### src/design/pgs_map.svh
// pgs_map.svh: offsets, field positions, reset values and codes of the
// gain select register bank; included by the package only.
`ifndef PGS_MAP_SVH
`define PGS_MAP_SVH

`define PGS_ADDR_W       8
`define PGS_IDX_W        6
`define PGS_DATA_W       32
`define PGS_STRB_W       4
`define PGS_REG_W        16
`define PGS_CODE_W       3
`define PGS_GAIN_W       8
`define PGS_NUM_CH       8
`define PGS_CH_PER_REG   4
`define PGS_FLD_STRIDE   4
`define PGS_FLD0_LSB     0
`define PGS_FLD1_LSB     4
`define PGS_FLD2_LSB     8
`define PGS_FLD3_LSB     12
`define PGS_GAIN_LO_IDX  6'h04
`define PGS_GAIN_HI_IDX  6'h05
`define PGS_GAIN_RESET   16'h0000
`define PGS_HI_RO_MASK   16'h8800
`define PGS_GAIN_ONE     8'h01
`define PGS_RESP_OKAY    2'h0
`define PGS_RESP_SLVERR  2'h2

`endif

### src/design/pgs_pkg.sv
// pgs_pkg: state types of the gain select register bank.
// assumes pgs_map.svh sits beside it on the include path.
package pgs_pkg;

`include "pgs_map.svh"

    // write side: wait for address and data, then hold the response
    typedef enum logic [1:0] {
        wr_idle = 2'h1,
        wr_resp = 2'h2
    } pgs_wr_st_t;

    // read side: accept an address, then hold the data
    typedef enum logic [1:0] {
        rd_idle = 2'h1,
        rd_resp = 2'h2
    } pgs_rd_st_t;

    // every flip-flop of the bank
    typedef struct packed {
        pgs_wr_st_t                                wr_st;
        pgs_rd_st_t                                rd_st;
        logic                                      awready;
        logic                                      wready;
        logic                                      arready;
        logic                                      aw_held;
        logic                                      w_held;
        logic [`PGS_IDX_W-1:0]                     aw_idx;
        logic [`PGS_REG_W-1:0]                     wdata;
        logic [1:0]                                wstrb;
        logic                                      bvalid;
        logic [1:0]                                bresp;
        logic                                      rvalid;
        logic [1:0]                                rresp;
        logic [`PGS_DATA_W-1:0]                    rdata;
        logic [`PGS_REG_W-1:0]                     gain_lo;
        logic [`PGS_REG_W-1:0]                     gain_hi;
        logic [`PGS_NUM_CH-1:0][`PGS_GAIN_W-1:0]   gain_val;
    } pgs_state_t;

endpackage : pgs_pkg

### src/design/pgs_gain_decode.sv
// pgs_gain_decode: turns a 3-bit gain code into its power-of-two gain.
// assumes the caller registers the result; purely combinational.
`timescale 1ns/1ps

module pgs_gain_decode
    import pgs_pkg::*;
#(
    parameter int CODE_W = `PGS_CODE_W,
    parameter int GAIN_W = `PGS_GAIN_W
) (
    input  wire logic [CODE_W-1:0] code,
    output logic      [GAIN_W-1:0] gain
);

    // code 0 is unity, every step up doubles
    assign gain = GAIN_W'(`PGS_GAIN_ONE) << code;

endmodule : pgs_gain_decode

### src/design/pgs_gain_regs.sv
// pgs_gain_regs: two 16-bit gain select registers behind an AXI4-Lite slave,
// with each channel's gain code and decoded gain driven out from flip-flops.
// assumes one clock, synchronous active-low reset held at least two edges.
//
// Functional notes
// - low gain register at index 4h, reset value 0000h.
// - high gain register at index 5h, reset value 0000h.
// - channel 0 gain from low bits 2:0, code n gives gain 2^n.
// - channel 1 gain from low bits 6:4, same code.
// - channel 2 gain from low bits 10:8, same code.
// - channel 3 gain from low bits 14:12, same code.
// - channel 4 gain from high bits 2:0, 000b is 1, 111b is 128.
// - channel 5 gain from high bits 6:4, same code.
// - channel 6 gain from high bits 10:8, same code.
// - channel 7 gain from high bits 14:12, same code.
//
// Register access over AXI4-Lite was decided locally.
`timescale 1ns/1ps

module pgs_gain_regs
    import pgs_pkg::*;
(
    input  wire logic                    aclk,
    input  wire logic                    aresetn,
    input  wire logic [`PGS_ADDR_W-1:0]  s_axi_awaddr,
    input  wire logic                    s_axi_awvalid,
    output logic                         s_axi_awready,
    input  wire logic [`PGS_DATA_W-1:0]  s_axi_wdata,
    input  wire logic [`PGS_STRB_W-1:0]  s_axi_wstrb,
    input  wire logic                    s_axi_wvalid,
    output logic                         s_axi_wready,
    output logic [1:0]                   s_axi_bresp,
    output logic                         s_axi_bvalid,
    input  wire logic                    s_axi_bready,
    input  wire logic [`PGS_ADDR_W-1:0]  s_axi_araddr,
    input  wire logic                    s_axi_arvalid,
    output logic                         s_axi_arready,
    output logic [`PGS_DATA_W-1:0]       s_axi_rdata,
    output logic [1:0]                   s_axi_rresp,
    output logic                         s_axi_rvalid,
    input  wire logic                    s_axi_rready,
    output logic [`PGS_CODE_W-1:0]       ch0_gain_code,
    output logic [`PGS_CODE_W-1:0]       ch1_gain_code,
    output logic [`PGS_CODE_W-1:0]       ch2_gain_code,
    output logic [`PGS_CODE_W-1:0]       ch3_gain_code,
    output logic [`PGS_CODE_W-1:0]       ch4_gain_code,
    output logic [`PGS_CODE_W-1:0]       ch5_gain_code,
    output logic [`PGS_CODE_W-1:0]       ch6_gain_code,
    output logic [`PGS_CODE_W-1:0]       ch7_gain_code,
    output logic [`PGS_GAIN_W-1:0]       ch0_gain,
    output logic [`PGS_GAIN_W-1:0]       ch1_gain,
    output logic [`PGS_GAIN_W-1:0]       ch2_gain,
    output logic [`PGS_GAIN_W-1:0]       ch3_gain,
    output logic [`PGS_GAIN_W-1:0]       ch4_gain,
    output logic [`PGS_GAIN_W-1:0]       ch5_gain,
    output logic [`PGS_GAIN_W-1:0]       ch6_gain,
    output logic [`PGS_GAIN_W-1:0]       ch7_gain
);

    // reset image: both gain registers cleared, every gain at unity
    localparam pgs_state_t PGS_RST = '{
        wr_st    : wr_idle,
        rd_st    : rd_idle,
        gain_lo  : `PGS_GAIN_RESET,
        gain_hi  : `PGS_GAIN_RESET,
        gain_val : {`PGS_NUM_CH{`PGS_GAIN_ONE}},
        default  : '0
    };

    pgs_state_t                               state_reg;
    pgs_state_t                               state_next;
    logic [`PGS_NUM_CH-1:0][`PGS_CODE_W-1:0]  code_cur;
    logic [`PGS_NUM_CH-1:0][`PGS_GAIN_W-1:0]  gain_dec;
    logic                                     aw_hs;
    logic                                     w_hs;
    logic                                     ar_hs;
    logic [`PGS_IDX_W-1:0]                    ar_idx;
    logic [`PGS_REG_W-1:0]                    wmask;
    logic                                     lo_wr_hit;
    logic                                     hi_wr_hit;
    logic [`PGS_REG_W-1:0]                    lo_expect;
    logic [`PGS_REG_W-1:0]                    hi_expect;
    logic [`PGS_IDX_W-1:0]                    wr_idx;
    logic [`PGS_REG_W-1:0]                    wr_data;
    logic [1:0]                               wr_strb;
    logic                                     wr_go;

    // split the two registers into per-channel code fields
    always_comb begin
        for (int i = 0; i < `PGS_CH_PER_REG; i++) begin
            code_cur[i] = state_reg.gain_lo[i*`PGS_FLD_STRIDE +: `PGS_CODE_W];
            code_cur[i+`PGS_CH_PER_REG] = state_reg.gain_hi[i*`PGS_FLD_STRIDE +: `PGS_CODE_W];
        end
    end

    // one decoder per channel; its result is registered below
    for (genvar g = 0; g < `PGS_NUM_CH; g++) begin : g_dec
        pgs_gain_decode #(
            .CODE_W (`PGS_CODE_W),
            .GAIN_W (`PGS_GAIN_W)
        ) u_dec (
            .code (code_cur[g]),
            .gain (gain_dec[g])
        );
    end

    // handshakes on the three request channels
    assign aw_hs  = s_axi_awvalid && state_reg.awready;
    assign w_hs   = s_axi_wvalid && state_reg.wready;
    assign ar_hs  = s_axi_arvalid && state_reg.arready;
    assign ar_idx = s_axi_araddr[`PGS_ADDR_W-1:2];

    // the write about to land, from the bus in its handshake cycle and from the
    // held copy otherwise; read straight off the inputs so no path loops back
    // through state_next
    assign wr_idx  = aw_hs ? s_axi_awaddr[`PGS_ADDR_W-1:2] : state_reg.aw_idx;
    assign wr_data = w_hs ? s_axi_wdata[`PGS_REG_W-1:0] : state_reg.wdata;
    assign wr_strb = w_hs ? s_axi_wstrb[1:0] : state_reg.wstrb;
    assign wr_go   = (state_reg.wr_st == wr_idle) && (aw_hs || state_reg.aw_held)
        && (w_hs || state_reg.w_held);
    assign wmask   = {{8{wr_strb[1]}}, {8{wr_strb[0]}}};

    // write lands as soon as both address and data have arrived, in this cycle or held
    assign lo_wr_hit = wr_go && (wr_idx == `PGS_GAIN_LO_IDX);
    assign hi_wr_hit = wr_go && (wr_idx == `PGS_GAIN_HI_IDX);
    assign lo_expect = (state_reg.gain_lo & ~wmask) | (wr_data & wmask);
    assign hi_expect = ((state_reg.gain_hi & ~wmask) | (wr_data & wmask)) & ~`PGS_HI_RO_MASK;

    // next state of the whole bank
    always_comb begin
        state_next = state_reg;
        // address and data may come in either order; each is held
        if (aw_hs) begin
            state_next.aw_held = 1'b1;
            state_next.aw_idx  = s_axi_awaddr[`PGS_ADDR_W-1:2];
        end
        if (w_hs) begin
            state_next.w_held = 1'b1;
            state_next.wdata  = s_axi_wdata[`PGS_REG_W-1:0];
            state_next.wstrb  = s_axi_wstrb[1:0];
        end
        unique case (state_reg.wr_st)
            wr_idle: begin
                if (wr_go) begin
                    state_next.aw_held = 1'b0;
                    state_next.w_held  = 1'b0;
                    state_next.bvalid  = 1'b1;
                    state_next.bresp   = `PGS_RESP_OKAY;
                    state_next.wr_st   = wr_resp;
                    // byte lanes above bit 15 have no storage and are dropped
                    if (state_next.aw_idx == `PGS_GAIN_LO_IDX) begin
                        state_next.gain_lo = lo_expect;
                    end else if (state_next.aw_idx == `PGS_GAIN_HI_IDX) begin
                        state_next.gain_hi = hi_expect;
                    end else begin
                        state_next.bresp = `PGS_RESP_SLVERR;
                    end
                end
            end
            wr_resp: begin
                if (s_axi_bready) begin
                    state_next.bvalid = 1'b0;
                    state_next.wr_st  = wr_idle;
                end
            end
            default: begin
                state_next.bvalid = 1'b0;
                state_next.wr_st  = wr_idle;
            end
        endcase
        // no new write is taken while a response is outstanding
        state_next.awready = !state_next.aw_held && (state_next.wr_st == wr_idle);
        state_next.wready  = !state_next.w_held && (state_next.wr_st == wr_idle);

        unique case (state_reg.rd_st)
            rd_idle: begin
                if (ar_hs) begin
                    state_next.rvalid = 1'b1;
                    state_next.rresp  = `PGS_RESP_OKAY;
                    state_next.rd_st  = rd_resp;
                    // upper half reads zero; reads see the value before a same-edge write
                    if (ar_idx == `PGS_GAIN_LO_IDX) begin
                        state_next.rdata = {16'h0000, state_reg.gain_lo};
                    end else if (ar_idx == `PGS_GAIN_HI_IDX) begin
                        state_next.rdata = {16'h0000, state_reg.gain_hi};
                    end else begin
                        state_next.rdata = 32'h0000_0000;
                        state_next.rresp = `PGS_RESP_SLVERR;
                    end
                end
            end
            rd_resp: begin
                if (s_axi_rready) begin
                    state_next.rvalid = 1'b0;
                    state_next.rd_st  = rd_idle;
                end
            end
            default: begin
                state_next.rvalid = 1'b0;
                state_next.rd_st  = rd_idle;
            end
        endcase
        state_next.arready = (state_next.rd_st == rd_idle);

        // decoded gains trail the register by one clock
        state_next.gain_val = gain_dec;
    end

    // single state register, synchronous reset
    always_ff @(posedge aclk) begin
        if (!aresetn) begin
            state_reg <= PGS_RST;
        end else begin
            state_reg <= state_next;
        end
    end

    // bus outputs, each straight from the state register
    assign s_axi_awready = state_reg.awready;
    assign s_axi_wready  = state_reg.wready;
    assign s_axi_bvalid  = state_reg.bvalid;
    assign s_axi_bresp   = state_reg.bresp;
    assign s_axi_arready = state_reg.arready;
    assign s_axi_rvalid  = state_reg.rvalid;
    assign s_axi_rresp   = state_reg.rresp;
    assign s_axi_rdata   = state_reg.rdata;

    // channel codes come from the register fields themselves
    assign ch0_gain_code = state_reg.gain_lo[`PGS_FLD0_LSB +: `PGS_CODE_W];
    assign ch1_gain_code = state_reg.gain_lo[`PGS_FLD1_LSB +: `PGS_CODE_W];
    assign ch2_gain_code = state_reg.gain_lo[`PGS_FLD2_LSB +: `PGS_CODE_W];
    assign ch3_gain_code = state_reg.gain_lo[`PGS_FLD3_LSB +: `PGS_CODE_W];
    assign ch4_gain_code = state_reg.gain_hi[`PGS_FLD0_LSB +: `PGS_CODE_W];
    assign ch5_gain_code = state_reg.gain_hi[`PGS_FLD1_LSB +: `PGS_CODE_W];
    assign ch6_gain_code = state_reg.gain_hi[`PGS_FLD2_LSB +: `PGS_CODE_W];
    assign ch7_gain_code = state_reg.gain_hi[`PGS_FLD3_LSB +: `PGS_CODE_W];

    // registered power-of-two gains
    assign ch0_gain = state_reg.gain_val[0];
    assign ch1_gain = state_reg.gain_val[1];
    assign ch2_gain = state_reg.gain_val[2];
    assign ch3_gain = state_reg.gain_val[3];
    assign ch4_gain = state_reg.gain_val[4];
    assign ch5_gain = state_reg.gain_val[5];
    assign ch6_gain = state_reg.gain_val[6];
    assign ch7_gain = state_reg.gain_val[7];
endmodule : pgs_gain_regs

### config.mk
export PLATFORM = sky130hd
export DESIGN_NAME = pgs_gain_regs
export DESIGN_NICKNAME = d
export VERILOG_FILES = /design/src/design/pgs_pkg.sv /design/src/design/pgs_gain_decode.sv /design/src/design/pgs_gain_regs.sv
export VERILOG_INCLUDE_DIRS = /design/src /design/src/design
export SDC_FILE = /design/constraint.sdc
export NUM_CORES = 1
export LEC_CHECK = 0
export BUFFER_PORTS_ARGS = -buffer_cell sky130_fd_sc_hd__clkbuf_2
export CAP_MARGIN = 10
export CORE_AREA = 2 2 114 116
export CTS_CLUSTER_SIZE = 14
export DETAILED_ROUTE_END_ITERATION = 10
export DIE_AREA = 0 0 116 118
export PLACE_DENSITY = 0.88
export SYNTH_ARGS = -nofsm -noshare
export SYNTH_HDL_FRONTEND = slang
export SYNTH_SLANG_ARGS = --single-unit
### constraint.sdc
create_clock -name aclk -period 2.6 [get_ports aclk]
set_input_delay 0.13 -clock aclk [delete_from_list [all_inputs] [get_ports aclk]]
set_output_delay 0.13 -clock aclk [all_outputs]
set_load 0.005 [all_outputs]
Word level (Yosys, flattened, before mapping)
Cells that the tools add are included.
{ "op_classes": {"add_sub_neg": 0, "multipliers": 0, "n_div": 0, "magnitude_cmp": 0, "eq_ne": 14, "n_shift": 8, "n_mux": 25, "bitwise": 7, "reduce_logical": 17} }
{ "ops": {"columns": ["op", "n"], "rows": [
  ["$shl 1x3->8 const A", 8],
  ["$mux 35", 1],
  ["$and 16x16->16", 2],
  ["$mux 16", 2],
  ["$eq 6x3->1 const B", 4],
  ["$mux 2", 11],
  ["$not 16->16", 1],
  ["$or 16x16->16", 1],
  ["$and 15x15->15", 1],
  ["$mux 15", 1],
  ["$or 15x15->15", 1],
  ["$eq 2x1->1 const B", 4],
  ["$ne 2x2->1 const B", 4],
  ["$pmux 2 s2", 2],
  ["$reduce_and 2->1", 4],
  ["$logic_and 1x1->1", 7],
  ["$mux 6", 1],
  ["$eq 2x2->1 const B", 2],
  ["$mux 1", 4],
  ["$pmux 1 s2", 2],
  ["$reduce_and 4->1", 1],
  ["$mux 3", 1],
  ["$reduce_and 3->1", 1],
  ["$logic_not 1->1", 2],
  ["other kinds (2)", 3]
]} }
{ "totals": {"regBits": 165, "latch_bits": 0, "mem_bits_rw": 0, "mem_bits_ro": 0, "inputBits": 59, "output_inout_bits": 129, "wordCells": 96, "memories": 0} }

Logic depth before layout (Yosys ltp)
Gate-level depths: netlist (run 1).
{ "depth": {"word_depth": 8, "mapped_depth": 8, "mapped_depth_nobuf": 6} }

By module
Synthesis (run 1) repeated with hierarchy kept, for this count alone.
{ "unflattened": {"hier_cells": 719, "hier_area_um2": 6608.8} }
{ "modules_own_cells": {"columns": ["module", "instances", "cells_per_inst", "area_per_inst_um2", "seq_area_each_um2"], "rows": [
  ["pgs_gain_regs", 1, 655, 6088.3, 2942.8],
  ["pgs_gain_decode", 8, 8, 65.1, 0.0]
]} }

Worst setup path before layout (run 1)
OpenSTA, ideal clock, no wires.
{ "synth_timing": {"kind": "flip-flop to flip-flop", "start": "register state_reg, in the netlist s_axi_wready", "end": "register (tool-made name)", "setup_ps": 121, "arrival_time_ps": 1829, "t_required_ps": 2479, "path_slack_ps": 650, "path_stages_with_launch": 6, "path_buffers": 1, "synth_period_minus_slack_ps": 1950, "path_cell_list": "dfxtp_1 > and2_1 > buf_4 > o221ai_4 > a2111oi_4 > mux2_4"} }
{ "synth_lines": {"columns": ["element", "line", "rtl"], "rows": [
  ["start, declared", "pgs_gain_regs.sv:70", "pgs_state_t state_reg;"],
  ["start signal, assigned", "pgs_gain_regs.sv:214", "state_reg <= state_next;"]
]} }

==> qor.csv, run 1 <==
metric,value,unit
HPWL Detailed,8370,um
Synth top area share,0.475,
Fin Clk Skew,0.00834,ns
post-route insts no fill,882,
1st-pass router iterations,4,
P_leak,3.05,nW
synth top area cells,"dfxtp_1 48%, buf_4 15%, mux2i_1 9.1%",
first-pass GRT wire length,18900,um
initial cell density of the core,0.499,
maximum VDD drop,0.000461,V
CP endpoint kind,register,
Final Cycle Share,0.804,
switch share,0.260,
DRC,0,
Synth async-reset ratio,0,
"Seq/Total Area, Yosys",0.475,
H-tree depth,4,
row count,41,
total power,0.00523,W
Die X,116,um
Flop pwr share,0.463,
grt met3 use,0.0716,
"Setup violations, final",0,
achievable frequency,479,MHz
met1 usage,0.213,
Ys Warns,0,
CTS max path bufs,2,
Core Area,0.0124,mm^2
reg2reg start,s_axi_wready,
final antenna-violating net count,0,
internal power,0.00387,W
Layout area overhead,10.8,%
mean area per synthesized cell,9.64,um^2
RSZ-0062 raised after global routing,false,
post_cts resized,0,
Post-synth EDFFs,0,
global route hottest layer,met2,
WHS Path Cells,3,
largest net degree at the start of global routing,41,
Clock Latency Late Sink,0.42,ns
clock sinks,147,
Post-Syn Instances,642,
Min Hold Slack,0.0181,ns
wire per inst,13.3,um
status,finished clean,
Worst Min Path Start,s_axi_wdata[11],
TritonCTS clock tree,yes,
Clk pwr share,0.412,
Pwr per Cell Area,763,mW/mm^2
max-cap check violation count,0,
fraction of layout cells with a size suffix above 1,0.292,
synthesized area,0.00619,mm^2
total wire length,11700,um
Die Y-Extent,118,um
setup TNS,0,ns
Detailed Route Iter0 Violations,170,
Ports,188,
Reg2Reg Setup Slack,0.51,ns
antenna violations before repair,1,
Synth top cells by count,"147 x dfxtp_1, 125 x buf_4, 69 x nand2_1, 60 x nor2_1, 56 x mux2i_1",
port buffer count,147,
DIE AREA,0.0137,mm^2
GRT Overall Usage,0.177,
Max Slew Vio Count,0,
count of cell types in the netlist,41,
"area leader, netlist",dfxtp_1,
critical path launch point type,register,
measured slew at the worst slew-check pin,0.757,ns
total CTS buffers,17,
Placer Congestion,0.778,
Critical Path RT,2.94,ns
vias in the first global route,3888,
Final Hold Vio Count,0,
ys flop type,dfxtp_1,
Hold EP,state_reg[147],
Root Buffer,clkbuf_16,
maximum fanout along the worst path,9,
Gate power share,0.125,
CP Class,register to register,
final worst path period need,2.09,ns
fin nets,759,
P_sw,0.00136,W
CP arrival,2.43,ns
Inst Count DP,844,
most instantiated library cell after synthesis,dfxtp_1,
met2 Use GR,0.283,
vias post-DR,4116,
R2R depth,5,
grt ovf,0,
Max-Slew Margin vs Limit,0.495,
"FF+latch count, synth",147,
Via density,4.67,
Worst Hold Class,input port to register,
clk slew on worst S/H paths,0.06,ns
## worst max-delay path by stage
stage / startpoint / endpoint / depth (start not counted) / slack [ns]
3_3_place_gp: s_axi_wready / register / 5 / 0.55
4_1_cts: s_axi_wready / register / 5 / 0.47
3_5_place_dp: s_axi_wready / register / 5 / 0.51
2_1_floorplan: s_axi_wready / register / 5 / 0.65
5_1_grt: s_axi_wready / register / 5 / 0.36
6_report: s_axi_wready / register / 5 / 0.51
## stage by stage
step                      worst slack, ns  utilization  instance area [um^2]
final                               0.511        0.552                  6860
after global routing                0.356        0.552                  6860
after CTS                           0.470        0.552                  6860
after detailed placement            0.509        0.506                  6280
after global placement              0.555        0.506                  6280
after floorplan                     0.650            -                  6250
## area by class of cell
cell class | instances | area (um^2)
fill | 1102 | 5560
sequential | 147 | 2940
multi-input combinational | 349 | 2230
timing repair buffer | 161 | 866
clock buffer | 18 | 439
tap | 172 | 215
clock inverter | 14 | 90.1
inverter | 20 | 75.1
antenna | 1 | 2.50
## kinds of logic after synthesis
family / share of synthesized area
buf+inv: 0.175
fa+ha+maj: 0.00808
other cells: 0.000606
simple gates: 0.165
mux: 0.107
flops: 0.475
compound gates: 0.0689
## power by group through the flow
stage               Sequential, W  Combinational [W]  Clock [W]
finish                    0.00242           0.000654    0.00216
detailed placement        0.00247           0.000649          0
floorplan                 0.00246           0.000502          0
global placement          0.00246           0.000633          0
global route              0.00244           0.000721    0.00232
CTS                       0.00242           0.000658    0.00220
## cell usage in the layout (no fill, tap or decap), drive strengths merged, types with 8 or more instances in the layout
master	netlist	routed
o31ai	8	8
mux2	8	8
mux2i	56	56
clkinv	1	9
inv	19	20
a21oi	14	14
o21ai	19	19
buf	131	9
dfxtp	147	147
and2	20	20
clkbuf	12	165
nor2	60	60
nor3	12	12
nand2	70	70
nand2b	34	34
conb	1	18
## what timing repair did
item                                   in CTS  in global routing
setup buffers                               0                  0
hold buffers                                5                  0
endpoints found under the hold margin       5                  0
## routing by layer
| layer | part of all wire | routed length (um) |
|---|---|---|
| met5 | 0 | 0 |
| met4 | 0.017 | 196 |
| met3 | 0.061 | 720 |
| met2 | 0.48 | 5680 |
| met1 | 0.44 | 5120 |
## worst max-delay path, cell delays in order, from the launching register on
cell and delay, ns:
dfxtp_1 0.34, and2_1 0.24, buf_4 0.26, mux2i_1 0.21, a2111oi_4 0.71, mux2i_1 0.26
Power figures use the tool's default switching activity.
==> run 2, diff against run 1 <==
ABC_AREA = 1   (was unset)
CORE_AREA = 2 2 121 123   (was 2 2 114 116)
DIE_AREA = 0 0 123 125   (was 0 0 116 118)
PLACE_DENSITY = 0.85   (was 0.88)
clock period = 1.9 ns   (was 2.6 ns; I/O delays follow)
==> qor.csv, run 2 <==
metric,value,unit,change
H-tree depth,4,,unchanged
TritonCTS clock tree,yes,,
mean area per synthesized cell,7.98,um^2,-17%
"Setup violations, final",0,,unchanged
Final Instance Area,0.00726,mm^2,+5.8%
Synth Area in Compound Gates,0.0775,,+0.00859
Layout area overhead,12.4,%,
"FF+latch count, synth",147,,unchanged
final worst path period need,1.68,ns,-0.408 ns
vias post-DR,4916,,+19%
Detailed Route Iter0 Violations,335,,+97%
most instantiated library cell after synthesis,dfxtp_1,,
Synth async-reset ratio,0,,unchanged
RSZ-0062 raised after global routing,false,,
clk slew on worst S/H paths,0.06,ns,about the same
Post-synth EDFFs,0,,unchanged
ys flop type,dfxtp_1,,
largest net degree at the start of global routing,37,,-9.8%
largest family of logic cells by synthesized area,buffers and inverters,,
"commonest non-fill, non-tap cells in the layout","147 x clkbuf_2, 146 x dfxtp_1, 121 x nand2_1",,
Post-DP Area,0.00657,mm^2,+4.6%
Synth top cells by count,"147 x dfxtp_1, 125 x buf_4, 121 x nand2_1, 113 x inv_1, 84 x nor2_1",,
port buffer count,147,,unchanged
Pwr per Cell Area,1150,mW/mm^2,+51%
achievable frequency,595,MHz,+24%
Fin Clk Skew,0.00520,ns,-0.00314 ns
HPWL Detailed,10400,um,+24%
GRT Overall Usage,0.187,,+0.0101
grt ovf,0,,unchanged
P_leak,3.79,nW,+25%
CP Class,register to register,,
Synth Area in Adders,0.00775,,-0.000334
DIE AREA,0.0154,mm^2,+12%
antenna violations before repair,0,,-1
Critical Path RT,2.20,ns,-0.74 ns
measured slew at the worst slew-check pin,0.602,ns,-0.155 ns
Final Hold Vio Count,0,,unchanged
total CTS buffers,17,,unchanged
Setup Buffers After CTS,0,,unchanged
final antenna-violating net count,0,,unchanged
Clock Latency Late Sink,0.42,ns,about the same
"area leader, netlist",dfxtp_1,,
row count,44,,+7.3%
maximum fanout along the worst path,8,,-1
initial cell density of the core,0.455,,-0.0441
xor/xnor cell area share of the yosys netlist,0,,unchanged
CTS max path bufs,2,,unchanged
max-cap check violation count,0,,unchanged
clock sinks,147,,unchanged
fraction of layout cells with a size suffix above 1,0.243,,-0.0485
wire per inst,13.3,um,+0.31%
"commonest non-fill, non-tap cell in the layout",clkbuf_2,,
Final Cycle Share,0.885,,+0.0815
Max Slew Vio Count,0,,unchanged
multiplexer share of the synthesized area,0.00310,,-0.104
Ys Warns,0,,unchanged
Max-Slew Margin vs Limit,0.598,,+0.102
Die X,123,um,+6.0%
1st-pass router iterations,4,,unchanged
DRC,0,,unchanged
n_diodes,0,,-1
CP arrival,1.98,ns,-0.45 ns
CP endpoint kind,register,,
Synth top area share,0.456,,-0.0196
maximum VDD drop,0.000617,V,+34%
filler instances,1364,,+24%
first-pass GRT wire length,22500,um,+19%
critical path launch point type,register,,
Placer Congestion,0.774,,-0.44%
setup TNS,0,ns,unchanged
count of cell types in the netlist,32,,-22%
Worst Hold Class,input port to register,,
total wire length,14100,um,+20%
Ports,188,,unchanged
fin nets,926,,+22%
Die Y-Extent,125,um,+5.9%
Core Area,0.0142,mm^2,+14%
synthesized area,0.00646,mm^2,+4.3%
status,finished clean,,
vias in the first global route,4528,,+16%
Root Buffer,clkbuf_16,,
Post-Syn Instances,809,,+26%
"Seq/Total Area, Yosys",0.456,,-0.0196
Via density,4.64,,-0.53%
synth top area cells,"dfxtp_1 46%, buf_4 15%, nand2_1 7.0%",,
Synth Area in Simple Gates,0.223,,+0.0581
run 2: cell type report:
class                      instances  area (um^2)  share of cell area
sequential                       147         2940               0.406
clock buffer                      21          460              0.0635
clock inverter                    10          179              0.0247
tap                              184          230              0.0317
timing repair buffer             166          928               0.128
inverter                         116          435              0.0600
multi-input combinational        415         2080               0.286
run 2: path summary, 6_finish.rpt:
path	startpoint	end	slack, ns	cells past startpoint
worst min-delay path	s_axi_wdata[5]	state_reg[141]	0.007	3
worst min register to register	s_axi_rdata[11]	s_axi_rdata[11]	0.47	2
worst max-delay path	state_reg[165]	register	0.22	7
worst max register to register	state_reg[165]	register	0.22	7
run 2: power by group:
part	internal (W)	switching (W)	total (W)
clock network	0.00239	0.00124	0.00362
logic	0.000475	0.000901	0.00138
registers	0.00327	0.000110	0.00338
total	0.00613	0.00225	0.00838
run 2: what timing repair did:
action	4_1_cts	5_1_grt
hold buffers	5	0
gates resized for setup	0	1
endpoints found under the setup margin	0	6
hold endpoints to repair	5	0
run 2: cells by family (layout without fill, tap and decap cells):
kind of cell             count (synthesis)  after routing
other                                    1             18
multiplexers                             2              2
AO/OA/AOI/OAI                           84             84
AND/OR/NAND/NOR                        307            307
flip-flops                             147            147
adder cells (fa/ha/maj)                  4              4
buffers and inverters                  264            313
run 2: critical path, stage by stage, from the launching register on:
cell and delay [ns]:
dfxtp_1 0.39, ha_1 0.28, nand2_2 0.14, nor2_8 0.12
buf_12 0.13, nand4_2 0.24, nor2_1 0.19, nor2_1 0.07
run 2: through the flow:
step | instances | hold WS, ns | util | setup slack, ns | total power [W]
after detailed placement | 1023 | 0.406 | 0.462 | 0.115 | 0.00478
after global placement | 1023 | 0.383 | 0.462 | 0.150 | 0.00474
final | 1059 | 0.00707 | 0.511 | 0.218 | 0.00838
after global routing | 1059 | 0.0254 | 0.511 | 0.0798 | 0.00878
after floorplan | 826 | 0.277 | - | 0.323 | 0.00443
after CTS | 1059 | 0.00113 | 0.511 | 0.0916 | 0.00844
run 2: layer usage:
layer / up-vias / part of all wire / GRT usage
li1: 2498 / - / -
met1: 2256 / 0.44 / 0.237
met2: 144 / 0.47 / 0.295
met3: 18 / 0.076 / 0.0657
met4: 0 / 0.017 / 0.0668
met5: - / 0 / 0
